## src/core/sdml_pkg.sv

```systemverilog
// sdml_pkg: shared constants for the modulator link (modulator end and filter end).
// assumes a single 100 MHz system clock on both ends.
package sdml_pkg;
    localparam int unsigned SYS_CLK_HZ      = 100_000_000;
    // modulator clock, nominal figure and derived half-period in system cycles
    localparam int unsigned MOD_CLK_HZ      = 2_048_000;
    localparam int unsigned MOD_HALF_CYC    = SYS_CLK_HZ / (2 * MOD_CLK_HZ);
    // modulator clocks per output bit
    localparam int unsigned BIT_DIV         = 4;
    // modulator clocks in range needed before the loop returns to fourth order
    localparam int unsigned RECOVER_CLKS    = 32;
    // first-order rises under lasting over-range before fourth order is tried again
    localparam int unsigned RETRY_CLKS      = 64;
    // loss-of-clock timeout
    localparam int unsigned LOSS_TIME_NS    = 40_000;
    localparam int unsigned LOSS_CYC        = LOSS_TIME_NS / (1_000_000_000 / SYS_CLK_HZ);
    // input scaling: full scale is +/- FS_CODE, over-range 5 % beyond it
    localparam int          IN_W            = 16;
    localparam int          FS_CODE         = 16'sd20000;
    localparam int          OVR_CODE        = 16'sd21000;
    // offsets in input codes equivalent to -60 mV and -35 mV of 2.5 V full scale
    localparam int          OFS_CH1         = -16'sd480;
    localparam int          OFS_CH2         = -16'sd280;
    // density scaling: full scale maps to 86 % / 14 % ones
    localparam int          DENS_NUM        = 36;
    localparam int          DENS_DEN        = 50;
    // apb register offsets of the filter end
    localparam logic [7:0]  CFG_OFS         = 8'h00;
    localparam logic [7:0]  STAT_OFS        = 8'h04;
    localparam logic [7:0]  PIN_OFS         = 8'h08;
    localparam logic [7:0]  SINE_OFS        = 8'h0C;
    localparam logic [31:0] CFG_RST         = 32'h0000_0000;
    // config bit positions
    localparam int          CFG_CLK_EN_BIT  = 0;
    localparam int          CFG_SYNC_EN_BIT = 1;
    // status bit positions
    localparam int          ST_ERR_BIT      = 0;
    localparam int          ST_WORD_BIT     = 1;
    // pin setup: bit 0 drives offset enable, bit 1 drives power-down
    localparam int          PIN_IDLE_TONE_OFFSET_ENABLE_BIT    = 0;
    localparam int          PIN_POWER_DOWN_PIN_BIT    = 1;
    localparam int          SINE_ALIGN_BIT  = 0;
    localparam int          GP_PINS         = 12;
    // bits per decimated status word
    localparam int unsigned WORD_BITS       = 64;
    typedef enum logic [1:0] {SDML_RUN, SDML_PD_PIN, SDML_PD_LOSS} sdml_pwr_e;
endpackage

```

## src/core/sdml_if.sv

```systemverilog
// sdml_if: wires between modulator and decimation filter.
// assumes the bench resolves tristate levels from the enable signals.
`timescale 1ns/100ps
`default_nettype none
interface sdml_if;
    logic mod_clk;      // modulator clock from filter
    logic samp_sync;    // sample sync from filter
    logic bit_data;     // bitstream value
    logic bit_data_oe;  // modulator drives bitstream
    logic instability_flag;
    logic instability_flag_oe;
    logic idle_tone_offset_enable;
    logic power_down_pin;
    modport modulator (
        input  mod_clk, samp_sync, idle_tone_offset_enable, power_down_pin,
        output bit_data, bit_data_oe, instability_flag, instability_flag_oe
    );
    modport filter (
        output mod_clk, samp_sync, idle_tone_offset_enable, power_down_pin,
        input  bit_data, bit_data_oe, instability_flag, instability_flag_oe
    );
endinterface
`default_nettype wire

```

## src/core/sdml_modulator.sv

```systemverilog
// sdml_modulator: digital model of the two-channel delta-sigma modulator end.
// assumes mod_clk and samp_sync are sampled levels on the 100 MHz system clock.
// Functional notes
// - sync rising edge resets divider and state; here it restarts only div_cnt, acc and order are kept
// - one output bit per four modulator clocks
// - ones density follows differential input
// - over-range past five percent risks instability
// - instability drops to first order, raises flag
// - recovery needs 32 in-range modulator clocks
// - sustained over-range cycles orders, flag pulses
// - lost clock forces power-down after 40us
// - filter derives modulator clock from system clock
// - modulator clock off until software enables
// - filter issues sync after system sync edge
// - sync generation off until software enables
// - syncs coincide within one modulator clock
// - filter latches flag into status error bit
// - sine alignment only when option enabled
// - general pins drive offset and power-down
// - offset input adds -60/-35 mV offset
// - three power modes supported
// - power-down pin disables conversion, tristates outputs
// - lost clock tristates regardless of pin
// - sync sampled on falling edge, acts next rising
//
// Local design decisions: the address map and the APB interface to the registers.
`timescale 1ns/100ps
`default_nettype none
module sdml_modulator #(
    parameter int LOSS_COUNT = sdml_pkg::LOSS_CYC
) (
    input  wire logic                        mclk_i,
    input  wire logic                        reset_n_i,
    sdml_if.modulator                        link,
    input  wire logic signed [sdml_pkg::IN_W-1:0] ain_i,
    input  wire logic                        chan_sel_i,
    output logic                             fourth_order_o,
    output logic [1:0]                       power_mode_o
);
    import sdml_pkg::*;

    localparam int AW = IN_W + 4;

    logic        clk_q;
    logic        sync_q;
    logic        sync_latched;
    logic [1:0]  div_cnt;
    logic        fourth;
    logic [5:0]  ok_cnt;
    logic [$clog2(LOSS_COUNT+1)-1:0] idle_cnt;
    logic        clk_lost;
    logic signed [AW-1:0] acc;
    logic        out_bit;
    logic        bit_oe_r;
    logic        flag_r;
    logic        rise;
    logic        fall;
    logic        tick;
    logic        pd;
    logic signed [AW-1:0] ain_ofs;
    logic signed [AW-1:0] drive;
    logic signed [AW-1:0] fb;
    logic        over;
    logic        in_fs;
    logic [6:0]  retry_cnt;

    // edges of the modulator clock level
    assign rise = link.mod_clk & ~clk_q;
    assign fall = ~link.mod_clk & clk_q;
    always_ff @(posedge mclk_i) begin
        if (!reset_n_i) begin
            clk_q <= 1'b0;
        end else begin
            clk_q <= link.mod_clk;
        end
    end

    // sync latched on falling edge, acted on at next rising edge
    always_ff @(posedge mclk_i) begin
        if (!reset_n_i) begin
            sync_q       <= 1'b0;
            sync_latched <= 1'b0;
        end else if (fall) begin
            sync_q       <= link.samp_sync;
            sync_latched <= link.samp_sync & ~sync_q;
        end else if (rise) begin
            sync_latched <= 1'b0;
        end
    end

    // divider: bit boundary each fourth rising edge, restart on sync
    always_ff @(posedge mclk_i) begin
        if (!reset_n_i || pd) begin
            div_cnt <= 2'h0;
        end else if (rise) begin
            if (sync_latched) begin
                div_cnt <= 2'h0;
            end else begin
                div_cnt <= div_cnt + 2'h1;
            end
        end
    end
    assign tick = rise && (sync_latched || div_cnt == 2'(BIT_DIV - 1));

    // loss-of-clock detector; no edge for the timeout forces power-down
    always_ff @(posedge mclk_i) begin
        if (!reset_n_i) begin
            idle_cnt <= '0;
            clk_lost <= 1'b1;                                 // no clock after reset
        end else if (rise || fall) begin
            idle_cnt <= '0;
            clk_lost <= 1'b0;
        end else if (idle_cnt >= ($bits(idle_cnt))'(LOSS_COUNT - 1)) begin
            clk_lost <= 1'b1;
        end else begin
            idle_cnt <= idle_cnt + 1'b1;
        end
    end

    // power mode; loss of clock outranks the pin
    assign pd = clk_lost | link.power_down_pin;
    always_ff @(posedge mclk_i) begin
        if (!reset_n_i) begin
            power_mode_o <= 2'(SDML_PD_LOSS);
        end else if (clk_lost) begin
            power_mode_o <= 2'(SDML_PD_LOSS);
        end else if (link.power_down_pin) begin
            power_mode_o <= 2'(SDML_PD_PIN);
        end else begin
            power_mode_o <= 2'(SDML_RUN);
        end
    end

    // input with idle-tone offset, scaled so full scale maps to 86/14 %
    assign ain_ofs = AW'(ain_i) + (link.idle_tone_offset_enable ?
                     (chan_sel_i ? AW'(OFS_CH2) : AW'(OFS_CH1)) : AW'(0));
    assign drive   = AW'((ain_ofs * DENS_NUM) / DENS_DEN);
    assign fb      = out_bit ? AW'(FS_CODE) : -AW'(FS_CODE);
    assign over    = (ain_ofs > AW'(OVR_CODE)) || (ain_ofs < -AW'(OVR_CODE));
    assign in_fs   = (ain_ofs <= AW'(FS_CODE)) && (ain_ofs >= -AW'(FS_CODE));

    // first-order loop stands in for the analog loop; bit per tick
    always_ff @(posedge mclk_i) begin
        if (!reset_n_i || pd) begin
            acc     <= '0;
            out_bit <= 1'b0;
        end else if (tick) begin
            acc     <= acc + drive - fb;
            out_bit <= (acc + drive - fb) >= 0;
        end
    end

    // stability: collapse on over-range, recover after 32 in-range clocks;
    // lasting over-range retries fourth order now and then, so the flag pulses
    always_ff @(posedge mclk_i) begin
        if (!reset_n_i || pd) begin
            fourth    <= 1'b1;
            ok_cnt    <= 6'h0;
            retry_cnt <= 7'h0;
        end else if (rise) begin
            if (over && fourth) begin
                fourth    <= 1'b0;
                ok_cnt    <= 6'h0;
                retry_cnt <= 7'h0;
            end else if (over) begin
                ok_cnt <= 6'h0;
                if (retry_cnt == 7'(RETRY_CLKS - 1)) begin
                    fourth    <= 1'b1;
                    retry_cnt <= 7'h0;
                end else begin
                    retry_cnt <= retry_cnt + 7'h1;
                end
            end else if (!fourth) begin
                retry_cnt <= 7'h0;
                if (!in_fs) begin
                    ok_cnt <= 6'h0;
                end else if (ok_cnt == 6'(RECOVER_CLKS - 1)) begin
                    fourth <= 1'b1;
                    ok_cnt <= 6'h0;
                end else begin
                    ok_cnt <= ok_cnt + 6'h1;
                end
            end
        end
    end

    // pins: tristated in power-down; flag follows first-order state
    always_ff @(posedge mclk_i) begin
        if (!reset_n_i) begin
            bit_oe_r       <= 1'b0;
            flag_r         <= 1'b0;
            fourth_order_o <= 1'b1;
        end else begin
            bit_oe_r       <= ~pd;
            flag_r         <= ~pd & ~fourth;
            fourth_order_o <= fourth;
        end
    end

    assign link.bit_data            = out_bit;
    assign link.bit_data_oe         = bit_oe_r;
    assign link.instability_flag    = flag_r;
    assign link.instability_flag_oe = bit_oe_r;
endmodule
`default_nettype wire

```

## src/flat_wrapper.sv

```systemverilog
// flat-port wrapper written by rule: the top's interface ports become plain ports
module sdml_modulator_flat import sdml_pkg::*;
#(
    parameter int LOSS_COUNT = sdml_pkg::LOSS_CYC
)
  (mclk_i, reset_n_i, ain_i, chan_sel_i, fourth_order_o, power_mode_o, link_mod_clk, link_samp_sync, link_idle_tone_offset_enable, link_power_down_pin, link_bit_data, link_bit_data_oe, link_instability_flag, link_instability_flag_oe);
  sdml_if link_i ();
  input  wire logic mclk_i;
  input  wire logic reset_n_i;
  input  wire logic signed [sdml_pkg::IN_W-1:0] ain_i;
  input  wire logic chan_sel_i;
  output logic fourth_order_o;
  output logic [1:0] power_mode_o;
  input wire logic [$bits(link_i.mod_clk)-1:0] link_mod_clk;
  input wire logic [$bits(link_i.samp_sync)-1:0] link_samp_sync;
  input wire logic [$bits(link_i.idle_tone_offset_enable)-1:0] link_idle_tone_offset_enable;
  input wire logic [$bits(link_i.power_down_pin)-1:0] link_power_down_pin;
  output wire logic [$bits(link_i.bit_data)-1:0] link_bit_data;
  output wire logic [$bits(link_i.bit_data_oe)-1:0] link_bit_data_oe;
  output wire logic [$bits(link_i.instability_flag)-1:0] link_instability_flag;
  output wire logic [$bits(link_i.instability_flag_oe)-1:0] link_instability_flag_oe;
  assign link_i.mod_clk = link_mod_clk;
  assign link_i.samp_sync = link_samp_sync;
  assign link_i.idle_tone_offset_enable = link_idle_tone_offset_enable;
  assign link_i.power_down_pin = link_power_down_pin;
  assign link_bit_data = link_i.bit_data;
  assign link_bit_data_oe = link_i.bit_data_oe;
  assign link_instability_flag = link_i.instability_flag;
  assign link_instability_flag_oe = link_i.instability_flag_oe;
  sdml_modulator #(.LOSS_COUNT(LOSS_COUNT)) u_core (.mclk_i(mclk_i), .reset_n_i(reset_n_i), .link(link_i), .ain_i(ain_i), .chan_sel_i(chan_sel_i), .fourth_order_o(fourth_order_o), .power_mode_o(power_mode_o));
endmodule
```

## config.mk

```make
export PLATFORM = sky130hd
export DESIGN_NAME = sdml_modulator_flat
export DESIGN_NICKNAME = d
export VERILOG_FILES = /design/src/core/sdml_pkg.sv /design/src/core/sdml_if.sv /design/src/core/sdml_modulator.sv /design/src/flat_wrapper.sv
export SDC_FILE = /design/constraint.sdc
export NUM_CORES = 1
export LEC_CHECK = 0
export BUFFER_PORTS_ARGS = -buffer_cell sky130_fd_sc_hd__buf_2
export CAP_MARGIN = 10
export CORE_UTILIZATION = 40
export CTS_CLUSTER_DIAMETER = 80
export DETAILED_ROUTE_END_ITERATION = 8
export SETUP_SLACK_MARGIN = 0.3
export SYNTH_ARGS = -nofsm -noshare
export SYNTH_HDL_FRONTEND = slang
export SYNTH_SLANG_ARGS = --single-unit
```

## constraint.sdc

```tcl
create_clock -name mclk_i -period 62.1 [get_ports mclk_i]
set_clock_uncertainty 0.05 [all_clocks]
set_input_delay 6.21 -clock mclk_i [delete_from_list [all_inputs] [get_ports mclk_i]]
set_output_delay 6.21 -clock mclk_i [all_outputs]
set_load 0.01 [all_outputs]
```

**Word level (Yosys, flattened, before mapping)**

Index checks and enable logic that the tools add are counted.

- Register bits: 58
- Output and inout bits: 7
- Logic and storage cells: 86

- Order comparisons: 6
- Bitwise gates (word level): 11
- $mul: 1
- Add/subtract/negate cells: 9
- Equal/unequal tests: 5
- Reductions and logical operators: 14
- Div/mod/pow operators: 1
- Muxes and demuxes: 24

Operator list:

| cell | number |
|---|---|
| $mux W20 | 2 |
| $div A32 B7 Y32 const B | 1 |
| $ge A32 B1 Y1 const B | 1 |
| $mux W6 | 5 |
| $mux W7 | 4 |
| $mul A20 B5 Y25 const B | 1 |
| $sub A21 B20 Y22 | 1 |
| $add A20 B20 Y21 | 1 |
| $add A16 B20 Y20 | 1 |
| $add A20 B20 Y20 | 1 |
| $ge A20 B16 Y1 const B | 1 |
| $gt A20 B16 Y1 const B | 1 |
| $le A20 B16 Y1 const B | 1 |
| $lt A20 B16 Y1 const B | 1 |
| $sub A20 B20 Y20 | 1 |
| $add A12 B1 Y12 const B | 1 |
| $ge A12 B12 Y1 const B | 1 |
| $mux W1 | 11 |
| $mux W8 | 1 |
| $add A7 B1 Y7 const B | 1 |
| $eq A7 B6 Y1 const B | 1 |
| $add A6 B1 Y6 const B | 1 |
| $eq A6 B5 Y1 const B | 1 |
| $ne A3 B3 Y1 const B | 2 |
| 12 further kinds | 28 |

**Logic depth before layout (Yosys ltp)**

Gate-level depths: netlist of run 1.

- Word-level depth: 9
- Mapped depth: 135
- Gate-level depth less buffers: 113

**Worst setup path before layout of run 1**

OpenSTA, ideal clock, no wires.

- Kind: input-to-reg
- Start point: in link_idle_tone_offset_enable
- End point: reg u_core.out_bit (netlist: u_core.link.bit_data)
- Buffers on the path: 8
- Slack: 30.446 ns
- Data arrival time: 31.476 ns
- Stages: 116
- Path through: ha_1 > a21o_1 > a21oi_1 > a21boi_0 > o21ai_0 > xnor2_1 > xnor2_1 > ha_1 > and2_1 > buf_2 > and3_1 > a21boi_2 > o31a_1 > buf_4 > a211oi_2 > mux2i_1 > nand3_1 > or4_1 > [80 not listed] > a21oi_1 > o21bai_1 > a21oi_1 > o21bai_1 > a21oi_1 > o21bai_1 > a21oi_1 > o21bai_1 > a21oi_1 > o21bai_1 > a21oi_1 > o21bai_1 > a21oi_1 > nor2b_1 > nor3_1 > a211oi_1 > a21oi_1 > nor2_1

- Word-level cells in the longest chain between the ends: 7

RTL lines:

| what | RTL line | text |
|---|---|---|
| start, declared | flat_wrapper.sv:16 | `input wire logic [$bits(link_i.idle_tone_offset_enable)-1:0] link_idle_tone_offset_enable;` |
| $mux W20 | sdml_modulator.sv:135 | `assign ain_ofs = AW'(ain_i) + (link.idle_tone_offset_enable ?` |
| $add A16 B20 Y20 | sdml_modulator.sv:135 |  |
| $mul A20 B5 Y25 | sdml_modulator.sv:137 | `assign drive = AW'((ain_ofs * DENS_NUM) / DENS_DEN);` |
| $div A32 B7 Y32 | sdml_modulator.sv:137 |  |
| $add A20 B20 Y21 | sdml_modulator.sv:149 | `out_bit <= (acc + drive - fb) >= 0;` |
| $sub A21 B20 Y22 | sdml_modulator.sv:149 |  |
| $ge A32 B1 Y1 | sdml_modulator.sv:149 |  |
| end signal, assigned | sdml_modulator.sv:146 | `out_bit <= 1'b0;` |
| end signal, assigned | sdml_modulator.sv:149 |  |
| end, declared | sdml_modulator.sv:53 | `logic out_bit;` |

No other way between the ends.
A chain may end at the register's enable or synchronous reset.

**Worst setup path in the final report of run 1**

Same ends and word-level chain as after synthesis.

==> reports/qor.txt, run 1 <==
Result of the run -> finished clean
Total global-route track usage -> 25.2%
Number of DRC violations after detailed routing -> 0
Post-synth ARST share -> 0%
Share of layout cells above drive strength 1 -> 9.69%
Cell depth of the worst hold path -> 2
Worst Reg-to-Reg Cells -> 22
Leading post-synthesis cells by cell area -> sky130_fd_sc_hd__xnor2_1, sky130_fd_sc_hd__dfxtp_1, sky130_fd_sc_hd__a21oi_1
Crit path launch -> link_idle_tone_offset_enable
Kind of start point of the critical path -> input port
Row cnt -> 77
Average via count per standard cell -> 6.41
Via Count -> 19800
Sequential Area -> 1160 µm²
Die Y -> 214 µm
Start of the worst register-to-register path -> u_core.link.bit_data$_SDFFE_PP0P_
Antenna cells -> 0
Latest clock arrival within the worst-skew pair -> 0.35 ns
Count of final setup violators -> 0
Number of clock buffers inserted by TritonCTS -> 9
Clock tree from TritonCTS -> yes
Area Overhead vs Synth -> 4.88%
Number of antenna violations at the first check in global routing -> 0
Std-Cell Core Area -> 44200 µm²
Kind of end point of the critical path -> register
CTS Root Buffer Type -> sky130_fd_sc_hd__clkbuf_16
Die area -> 45700 µm²
Port bufs -> 29
Routed WL per cell -> 19.2 µm
Max-cap check violation count -> 0
Clock H-tree levels -> 3
Endpoint arrival time on the critical path -> 39.69 ns
Type of the most critical hold path -> register to register
R2r setup slk -> 57.51 ns
Yosys cell types -> 145
Cell Area, Synth -> 17900 µm²
Number of instances in the synthesized netlist -> 2533
Time the worst path needs with I/O delays and setup -> 39.51 ns
Boundary Pins -> 30
Global-route wire length before repair -> 94000 µm
Post-CTS Setup Inserts -> 0
Initial Util -> 40.6%
Relative slew slack -> 20.7%
Number of nets with antenna violations after routing -> 0
Post-CTS sizing -> 0
Setup repair after global routing missed its margin -> no
Total grt overflow -> 0
Number of nets in the synthesized netlist -> 2647
Synthesized flop and latch total -> 58
Total area of multi-input combinational cells -> 15900 µm²
Highest achievable clock rate -> 0.0253 GHz
Critical path start-end classification -> input port to register
Yosys warns -> 0
Drt initial violations -> 1862
Hold Fails Final Rpt -> 0
Max Buffers Root-to-Sink -> 2
Final standard cell area without fillers -> 18800 µm²
Endpoint of the worst register-to-register path -> u_core.link.bit_data$_SDFFE_PP0P_
Total length of routed wires -> 59400 µm
CTS hold repair buffers -> 0
Primary flip-flop cell chosen by synthesis mapping -> sky130_fd_sc_hd__dfxtp_1
Worst setup endpoint -> u_core.link.bit_data$_SDFFE_PP0P_
Half-perimeter wire length after placement -> 47400 µm
Critical path's slowest cell -> sky130_fd_sc_hd__o2111ai_1
Number of enable-type register cells in the synthesized netlist -> 0
Pin count of the biggest net entering global routing -> 42
Area of placed instances -> 18500 µm²
Via count of the first global-routing pass -> 18000
Worst-margin pin slew -> 1.18 ns
Required time at the endpoint of the critical path -> 62.28 ns
Total negative slack for setup checks -> 0 ns
Fill cell instance count of the final layout -> 4564
Number of clock sinks -> 58
Clk pin slew, worst setup/hold paths -> 0.06 ns
Number of nets in the layout -> 2607
Seq/Total Area, Yosys -> 6.47%
Worst-path fanout max -> 16
Routability congestion estimate -> 0.993
Syn avg cell area -> 7.08 µm²
Ratio of final minimum period to clock period -> 63.6%
Horizontal die dimension -> 214 µm
Number of max-slew violations in the final report -> 0
Area share of the leading cell type in the synthesized netlist -> 7.91%
Cell accounting for the most synthesized area -> sky130_fd_sc_hd__xnor2_1
Slowest cell delay on critical path -> 0.96 ns
Cell seen most often among critical-path stages -> sky130_fd_sc_hd__a21oi_1
Pre-antenna DRT Iters -> 5
per-layer routing:
metal	share of wire (%)	vias to the layer above	track usage [%]
met5	0	-	0
met4	2.7	0	8.30
met3	6.0	116	2.27
met2	46	779	42.2
met1	45	9386	33.7
li1	-	9538	-
how the worst min path moves through the flow:
stage / slack [ns] / from / end
2_1_floorplan: 0.36 / u_core.retry_cnt[6]$_SDFFE_PP0P_ / u_core.retry_cnt[6]$_SDFFE_PP0P_
3_3_place_gp: 0.37 / u_core.retry_cnt[6]$_SDFFE_PP0P_ / u_core.retry_cnt[6]$_SDFFE_PP0P_
3_5_place_dp: 0.38 / u_core.retry_cnt[6]$_SDFFE_PP0P_ / u_core.retry_cnt[6]$_SDFFE_PP0P_
4_1_cts: 0.39 / u_core.retry_cnt[6]$_SDFFE_PP0P_ / u_core.retry_cnt[6]$_SDFFE_PP0P_
5_1_grt: 0.40 / u_core.retry_cnt[6]$_SDFFE_PP0P_ / u_core.retry_cnt[6]$_SDFFE_PP0P_
6_report: 0.39 / u_core.retry_cnt[6]$_SDFFE_PP0P_ / u_core.retry_cnt[6]$_SDFFE_PP0P_
metrics by stage:
step                utilization (%)  hold WS [ns]  worst slack, ns  cells
floorplan                         -         0.362            30.45   2533
global route                   42.5         0.402            19.82   3090
global placement               41.8         0.369            23.64   3074
finish                         42.5         0.389            22.59   3090
detailed placement             41.8         0.382            22.89   3074
CTS                            42.5         0.389            23.10   3090
sequential cells by signal, summed over array words and instances, names as in the netlist, 2 cells and up:
name	flops
u_core.ok_cnt	6
u_core.idle_cnt	12
u_core.power_mode_o	2
u_core.retry_cnt	7
u_core.div_cnt	2
u_core.acc	20
layout make-up:
cell class / instances / area share, %
clock inverter: 7 / 0.665
inverter: 99 / 1.97
sequential: 58 / 6.17
timing repair buffer: 50 / 1.61
clock buffer: 9 / 1.20
multi-input combinational: 2275 / 84.4
tap: 592 / 3.94
cell usage after synthesis (10+ instances only):
| cell | count |
|---|---|
| sky130_fd_sc_hd__xnor2_1 | 162 |
| sky130_fd_sc_hd__o21bai_1 | 24 |
| sky130_fd_sc_hd__or2_2 | 17 |
| sky130_fd_sc_hd__buf_4 | 11 |
| sky130_fd_sc_hd__nand2b_1 | 26 |
| sky130_fd_sc_hd__a21o_1 | 40 |
| sky130_fd_sc_hd__and4_1 | 11 |
| sky130_fd_sc_hd__nand3b_1 | 13 |
| sky130_fd_sc_hd__o211ai_1 | 45 |
| sky130_fd_sc_hd__xor2_1 | 64 |
| sky130_fd_sc_hd__inv_1 | 97 |
| sky130_fd_sc_hd__nor3_1 | 91 |
| sky130_fd_sc_hd__a21oi_1 | 196 |
| sky130_fd_sc_hd__nand2_1 | 211 |
| sky130_fd_sc_hd__a31oi_1 | 44 |
| sky130_fd_sc_hd__nor2_1 | 249 |
| sky130_fd_sc_hd__nor3b_1 | 15 |
| sky130_fd_sc_hd__buf_2 | 39 |
| sky130_fd_sc_hd__nand4_1 | 31 |
| sky130_fd_sc_hd__a211o_1 | 19 |
| sky130_fd_sc_hd__or3_1 | 33 |
| sky130_fd_sc_hd__a211oi_2 | 12 |
| sky130_fd_sc_hd__nand3_1 | 98 |
| sky130_fd_sc_hd__o22ai_1 | 12 |
| sky130_fd_sc_hd__and3_1 | 37 |
| sky130_fd_sc_hd__o21a_1 | 31 |
| sky130_fd_sc_hd__a22oi_1 | 10 |
| sky130_fd_sc_hd__ha_1 | 76 |
| sky130_fd_sc_hd__and2_1 | 47 |
| sky130_fd_sc_hd__o21ai_1 | 31 |
| sky130_fd_sc_hd__clkbuf_1 | 39 |
| sky130_fd_sc_hd__a2111oi_0 | 10 |
| sky130_fd_sc_hd__dfxtp_1 | 58 |
| sky130_fd_sc_hd__a211oi_1 | 43 |
| sky130_fd_sc_hd__o21ai_0 | 94 |
| sky130_fd_sc_hd__fa_1 | 15 |
| sky130_fd_sc_hd__o31ai_1 | 24 |
| sky130_fd_sc_hd__mux2i_1 | 34 |
| sky130_fd_sc_hd__a21oi_2 | 10 |
| sky130_fd_sc_hd__mux2_2 | 14 |
| sky130_fd_sc_hd__o2111ai_1 | 15 |
| sky130_fd_sc_hd__o211a_1 | 17 |
| sky130_fd_sc_hd__nor2b_1 | 25 |
| sky130_fd_sc_hd__nor4_1 | 20 |
cells by family (layout without fill, tap and decap cells):
family	after synthesis	in the layout	share of synthesized area [%]
simple gates	993	993	28.4
compound gates	899	899	37.8
xor+xnor	238	238	12.1
buf+inv	200	165	5.04
fa+ha+maj	92	92	7.03
flops	58	58	6.47
mux	52	52	3.04
other cells	1	1	0.0209
worst max-delay path: cells and delay by family:
kind,cells,cell delay [ns]
AO/OA/AOI/OAI,64,20.51
adder cells (fa/ha/maj),6,1.89
buffers and inverters,2,0.22
XOR/XNOR,4,1.12
AND/OR/NAND/NOR,28,8.29
multiplexers,3,1.36
cells in the final DEF (no fill, tap or decap), types with 15 or more instances in the layout:
| master | n |
|---|---|
| sky130_fd_sc_hd__nand2_1 | 211 |
| sky130_fd_sc_hd__a31oi_1 | 44 |
| sky130_fd_sc_hd__or2_2 | 17 |
| sky130_fd_sc_hd__nand3_1 | 98 |
| sky130_fd_sc_hd__nor3_1 | 91 |
| sky130_fd_sc_hd__nand2b_1 | 26 |
| sky130_fd_sc_hd__a21oi_1 | 196 |
| sky130_fd_sc_hd__a21o_1 | 40 |
| sky130_fd_sc_hd__o2111ai_1 | 15 |
| sky130_fd_sc_hd__o21ai_0 | 94 |
| sky130_fd_sc_hd__nor4_1 | 20 |
| sky130_fd_sc_hd__or3_1 | 33 |
| sky130_fd_sc_hd__o31ai_1 | 24 |
| sky130_fd_sc_hd__nand4_1 | 31 |
| sky130_fd_sc_hd__nor3b_1 | 15 |
| sky130_fd_sc_hd__buf_4 | 21 |
| sky130_fd_sc_hd__o211ai_1 | 45 |
| sky130_fd_sc_hd__o21ai_1 | 30 |
| sky130_fd_sc_hd__buf_2 | 29 |
| sky130_fd_sc_hd__ha_1 | 76 |
| sky130_fd_sc_hd__xor2_1 | 64 |
| sky130_fd_sc_hd__o211a_1 | 17 |
| sky130_fd_sc_hd__xnor2_1 | 161 |
| sky130_fd_sc_hd__o21a_1 | 31 |
| sky130_fd_sc_hd__mux2i_1 | 34 |
| sky130_fd_sc_hd__o21bai_1 | 24 |
| sky130_fd_sc_hd__fa_1 | 15 |
| sky130_fd_sc_hd__a211oi_1 | 43 |
| sky130_fd_sc_hd__nor2_1 | 249 |
| sky130_fd_sc_hd__and2_1 | 47 |
| sky130_fd_sc_hd__dfxtp_1 | 58 |
| sky130_fd_sc_hd__nor2b_1 | 24 |
| sky130_fd_sc_hd__a211o_1 | 19 |
| sky130_fd_sc_hd__and3_1 | 37 |
| sky130_fd_sc_hd__inv_1 | 97 |
Power of run 1 is not shown: default switching activity piles up to over one toggle a cycle in this logic, so the estimate is an artifact.
==> run 2, diff against run 1 <==
--- a/config.mk
+++ b/config.mk
@@ -5,6 +5,7 @@
 export SDC_FILE = /design/constraint.sdc
 export NUM_CORES = 1
 export LEC_CHECK = 0
+export ABC_AREA = 1
 export BUFFER_PORTS_ARGS = -buffer_cell sky130_fd_sc_hd__buf_2
 export CAP_MARGIN = 10
 export CORE_UTILIZATION = 40
==> constraint.sdc (replaced) <==
create_clock -name mclk_i -period 41.1 [get_ports mclk_i]
set_clock_uncertainty 0.05 [all_clocks]
set_input_delay 4.11 -clock mclk_i [delete_from_list [all_inputs] [get_ports mclk_i]]
set_output_delay 4.11 -clock mclk_i [all_outputs]
set_load 0.01 [all_outputs]
==> run 2 against run 1 <==
Via count fell by 7.6%. First-iteration DRC count decreased by 38%. Critical path depth grew 68. Setup slack worse by 12 ns. Utilization shrank 0.31 points. Area after synthesis up 6.8%. Register-to-register slack lost 20 ns. Clock-buffer cell count did not move. Flip-flop and latch count did not move. Global-route usage is 3.5 points lower. Die area up 6.7%. Critical endpoint is now u_core.acc[18]$_SDFFE_PP0P_. Largest cell class unchanged.
==> reports/qor.txt, run 2 <==
Area of placed instances -> 19400 µm²
Count of final setup violators -> 0
Leading post-synthesis cells by cell area -> sky130_fd_sc_hd__nand2_1, sky130_fd_sc_hd__nand2_4, sky130_fd_sc_hd__inv_1
Number of clock sinks -> 58
Hold Path End -> u_core.retry_cnt[6]$_SDFFE_PP0P_
Post-CTS Setup Inserts -> 0
Via Count -> 18300
Start of the worst register-to-register path -> u_core.link.bit_data$_SDFFE_PP0P_
Slowest cell delay on critical path -> 0.52 ns
Total global-route track usage -> 21.6%
Type of the most critical hold path -> register to register
Number of nets in the synthesized netlist -> 3103
Share of layout cells above drive strength 1 -> 26.9%
Max-cap check violation count -> 0
Ratio of final minimum period to clock period -> 73.0%
Met1 usage in global routing -> 29.3%
Highest achievable clock rate -> 0.0333 GHz
Worst Reg-to-Reg Cells -> 19
Most common cell after layout, fill and taps aside -> sky130_fd_sc_hd__nand2_1
Total area of multi-input combinational cells -> 15400 µm²
GRT Max-Usage Layer -> met2
Pin count of the biggest net entering global routing -> 37
Latest clock arrival within the worst-skew pair -> 0.33 ns
Final standard cell area without fillers -> 19800 µm²
Endpoint of the worst register-to-register path -> u_core.acc[18]$_SDFFE_PP0P_
Number of antenna violations at the first check in global routing -> 0
Row cnt -> 79
Setup repair after global routing missed its margin -> no
Result of the run -> finished clean
Number of nets with antenna violations after routing -> 0
Total negative slack for setup checks -> 0 ns
Cell depth of the worst hold path -> 2
Hold Fails Final Rpt -> 0
Syn avg cell area -> 6.41 µm²
Number of enable-type register cells in the synthesized netlist -> 0
GR met2 Demand/Resource -> 35.7%
Number of instances in the placed design -> 3580
Cell accounting for the most synthesized area -> sky130_fd_sc_hd__nand2_1
Worst-path fanout max -> 36
Worst Min Path Start -> u_core.retry_cnt[6]$_SDFFE_PP0P_
Pre-antenna DRT Iters -> 7
Total grt overflow -> 0
Routed WL per cell -> 15.0 µm
Worst-margin pin slew -> 0.935 ns
Via count of the first global-routing pass -> 17200
Drt initial violations -> 1156
Port bufs -> 29
CTS Root Buffer Type -> sky130_fd_sc_hd__clkbuf_16
Global-route wire length before repair -> 87400 µm
Most used cells in the layout excluding fill and tap cells -> sky130_fd_sc_hd__nand2_1, sky130_fd_sc_hd__inv_1, sky130_fd_sc_hd__nand3_1
Met3 Usage GRT -> 2.79%
End-of-flow core utilization -> 42.2%
Horizontal die dimension -> 221 µm
Max reg flops -> 20
Seq/Total Area, Yosys -> 6.06%
Clock tree from TritonCTS -> yes
Initial Util -> 40.9%
Antenna cells -> 0
Required time at the endpoint of the critical path -> 41.27 ns
Area share of the leading cell type in the synthesized netlist -> 13.4%
Fill cell instance count of the final layout -> 5044
Post-CTS sizing -> 0
Number of DRC violations after detailed routing -> 0
Post-synth ARST share -> 0%
Average via count per standard cell -> 5.09
Largest registers -> u_core.acc x20, u_core.idle_cnt x12, u_core.retry_cnt x7
Total length of routed wires -> 53800 µm
Routability congestion estimate -> 0.940
Clk pin slew, worst setup/hold paths -> 0.05 ns
Number of nets in the layout -> 3098
Die area -> 48800 µm²
Number of clock buffers inserted by TritonCTS -> 9
Area Overhead vs Synth -> 3.29%
Std-Cell Core Area -> 46900 µm²
Primary flip-flop cell chosen by synthesis mapping -> sky130_fd_sc_hd__dfxtp_1
Die Y -> 221 µm
Number of max-slew violations in the final report -> 0
Yosys warns -> 0
Most frequent cells after synthesis -> sky130_fd_sc_hd__nand2_1, sky130_fd_sc_hd__inv_1, sky130_fd_sc_hd__nand3_1
Kind of start point of the critical path -> input port
Yosys cell types -> 75
Max Buffers Root-to-Sink -> 2
R2r setup slk -> 37.02 ns
Time the worst path needs with I/O delays and setup -> 30.02 ns
Kind of end point of the critical path -> register
Clock H-tree levels -> 3
Half-perimeter wire length after placement -> 45200 µm
Most flops, register -> u_core.acc
Critical path start-end classification -> input port to register
CTS hold repair buffers -> 0
Number of instances in the synthesized netlist -> 2989
Relative slew slack -> 37.2%
Endpoint arrival time on the critical path -> 30.19 ns
Most instantiated library cell after synthesis -> sky130_fd_sc_hd__nand2_1
Sequential Area -> 1160 µm²
Synthesized flop and latch total -> 58
Non-filler instance count after layout -> 3596
Cell Area, Synth -> 19200 µm²
Boundary Pins -> 30
Critical path's slowest cell -> sky130_fd_sc_hd__nand2_2
Cell seen most often among critical-path stages -> sky130_fd_sc_hd__nand2_4
-- run 2: cell types whose count changed in the layout (fill, tap and decap cells not counted), moves of 111 or more --
cell / previous run / this run
sky130_fd_sc_hd__nand3_1: 98 / 278
sky130_fd_sc_hd__inv_1: 97 / 384
sky130_fd_sc_hd__nand3_2: 0 / 111
sky130_fd_sc_hd__nand2_2: 2 / 201
sky130_fd_sc_hd__nand2_1: 211 / 683
sky130_fd_sc_hd__xnor2_1: 161 / 33
sky130_fd_sc_hd__nand2_4: 0 / 152
-- run 2: critical path: cells and delay by family --
| kind | cells | cell delay (ns) |
|---|---|---|
| AOI/OAI and AO/OA | 23 | 3.80 |
| buffers and inverters | 16 | 2.00 |
| and+or+nand+nor | 126 | 17.62 |
| xor gates and xnor gates | 4 | 0.96 |
| adders and majority gates | 6 | 1.58 |
-- run 2: area by class of cell --
class                           instances  share of cell area (%)
Multi-Input combinational cell       2400                    77.7
Inverter                              479                    9.89
Sequential cell                        58                    5.87
Tap cell                              607                    3.84
Clock buffer                            9                    1.14
Timing Repair Buffer                   36                   0.999
Clock inverter                          7                   0.588
-- run 2: cells by family after synthesis --
| logic type | count (synthesis) | share of synthesized area, % |
|---|---|---|
| other cells | 1 | 0.0196 |
| fa+ha+maj | 91 | 6.53 |
| buf+inv | 531 | 13.7 |
| compound gates | 267 | 8.48 |
| xor+xnor | 111 | 5.27 |
| simple gates | 1930 | 59.9 |
| flops | 58 | 6.06 |
-- run 2: how the worst max path moves through the flow --
stage | from | to | slack, ns | depth (start not counted)
after floorplan | link_idle_tone_offset_enable | u_core.acc[18]$_SDFFE_PP0P_ | 16.94 | 177
after global placement | link_idle_tone_offset_enable | u_core.acc[18]$_SDFFE_PP0P_ | 11.54 | 175
after detailed placement | link_idle_tone_offset_enable | u_core.acc[18]$_SDFFE_PP0P_ | 10.93 | 173
after CTS | link_idle_tone_offset_enable | u_core.acc[18]$_SDFFE_PP0P_ | 11.21 | 173
after global routing | link_idle_tone_offset_enable | u_core.acc[18]$_SDFFE_PP0P_ | 8.21 | 177
final | link_idle_tone_offset_enable | u_core.acc[18]$_SDFFE_PP0P_ | 11.08 | 175
-- run 2: per-layer routing --
layer | share of wire [%] | wire length (µm)
met4 | 2.9 | 1570
met3 | 4.4 | 2370
met2 | 45 | 24000
met1 | 48 | 25800
met5 | 0 | 0
-- run 2: per-stage QoR --
| step | hold WS (ns) | worst slack (ns) |
|---|---|---|
| 2_1_floorplan | 0.368 | 16.94 |
| 3_3_place_gp | 0.376 | 11.54 |
| 3_5_place_dp | 0.388 | 10.93 |
| 4_1_cts | 0.398 | 11.21 |
| 5_1_grt | 0.426 | 8.21 |
| 6_report | 0.396 | 11.08 |
Power of run 2 is left out for the same reason.
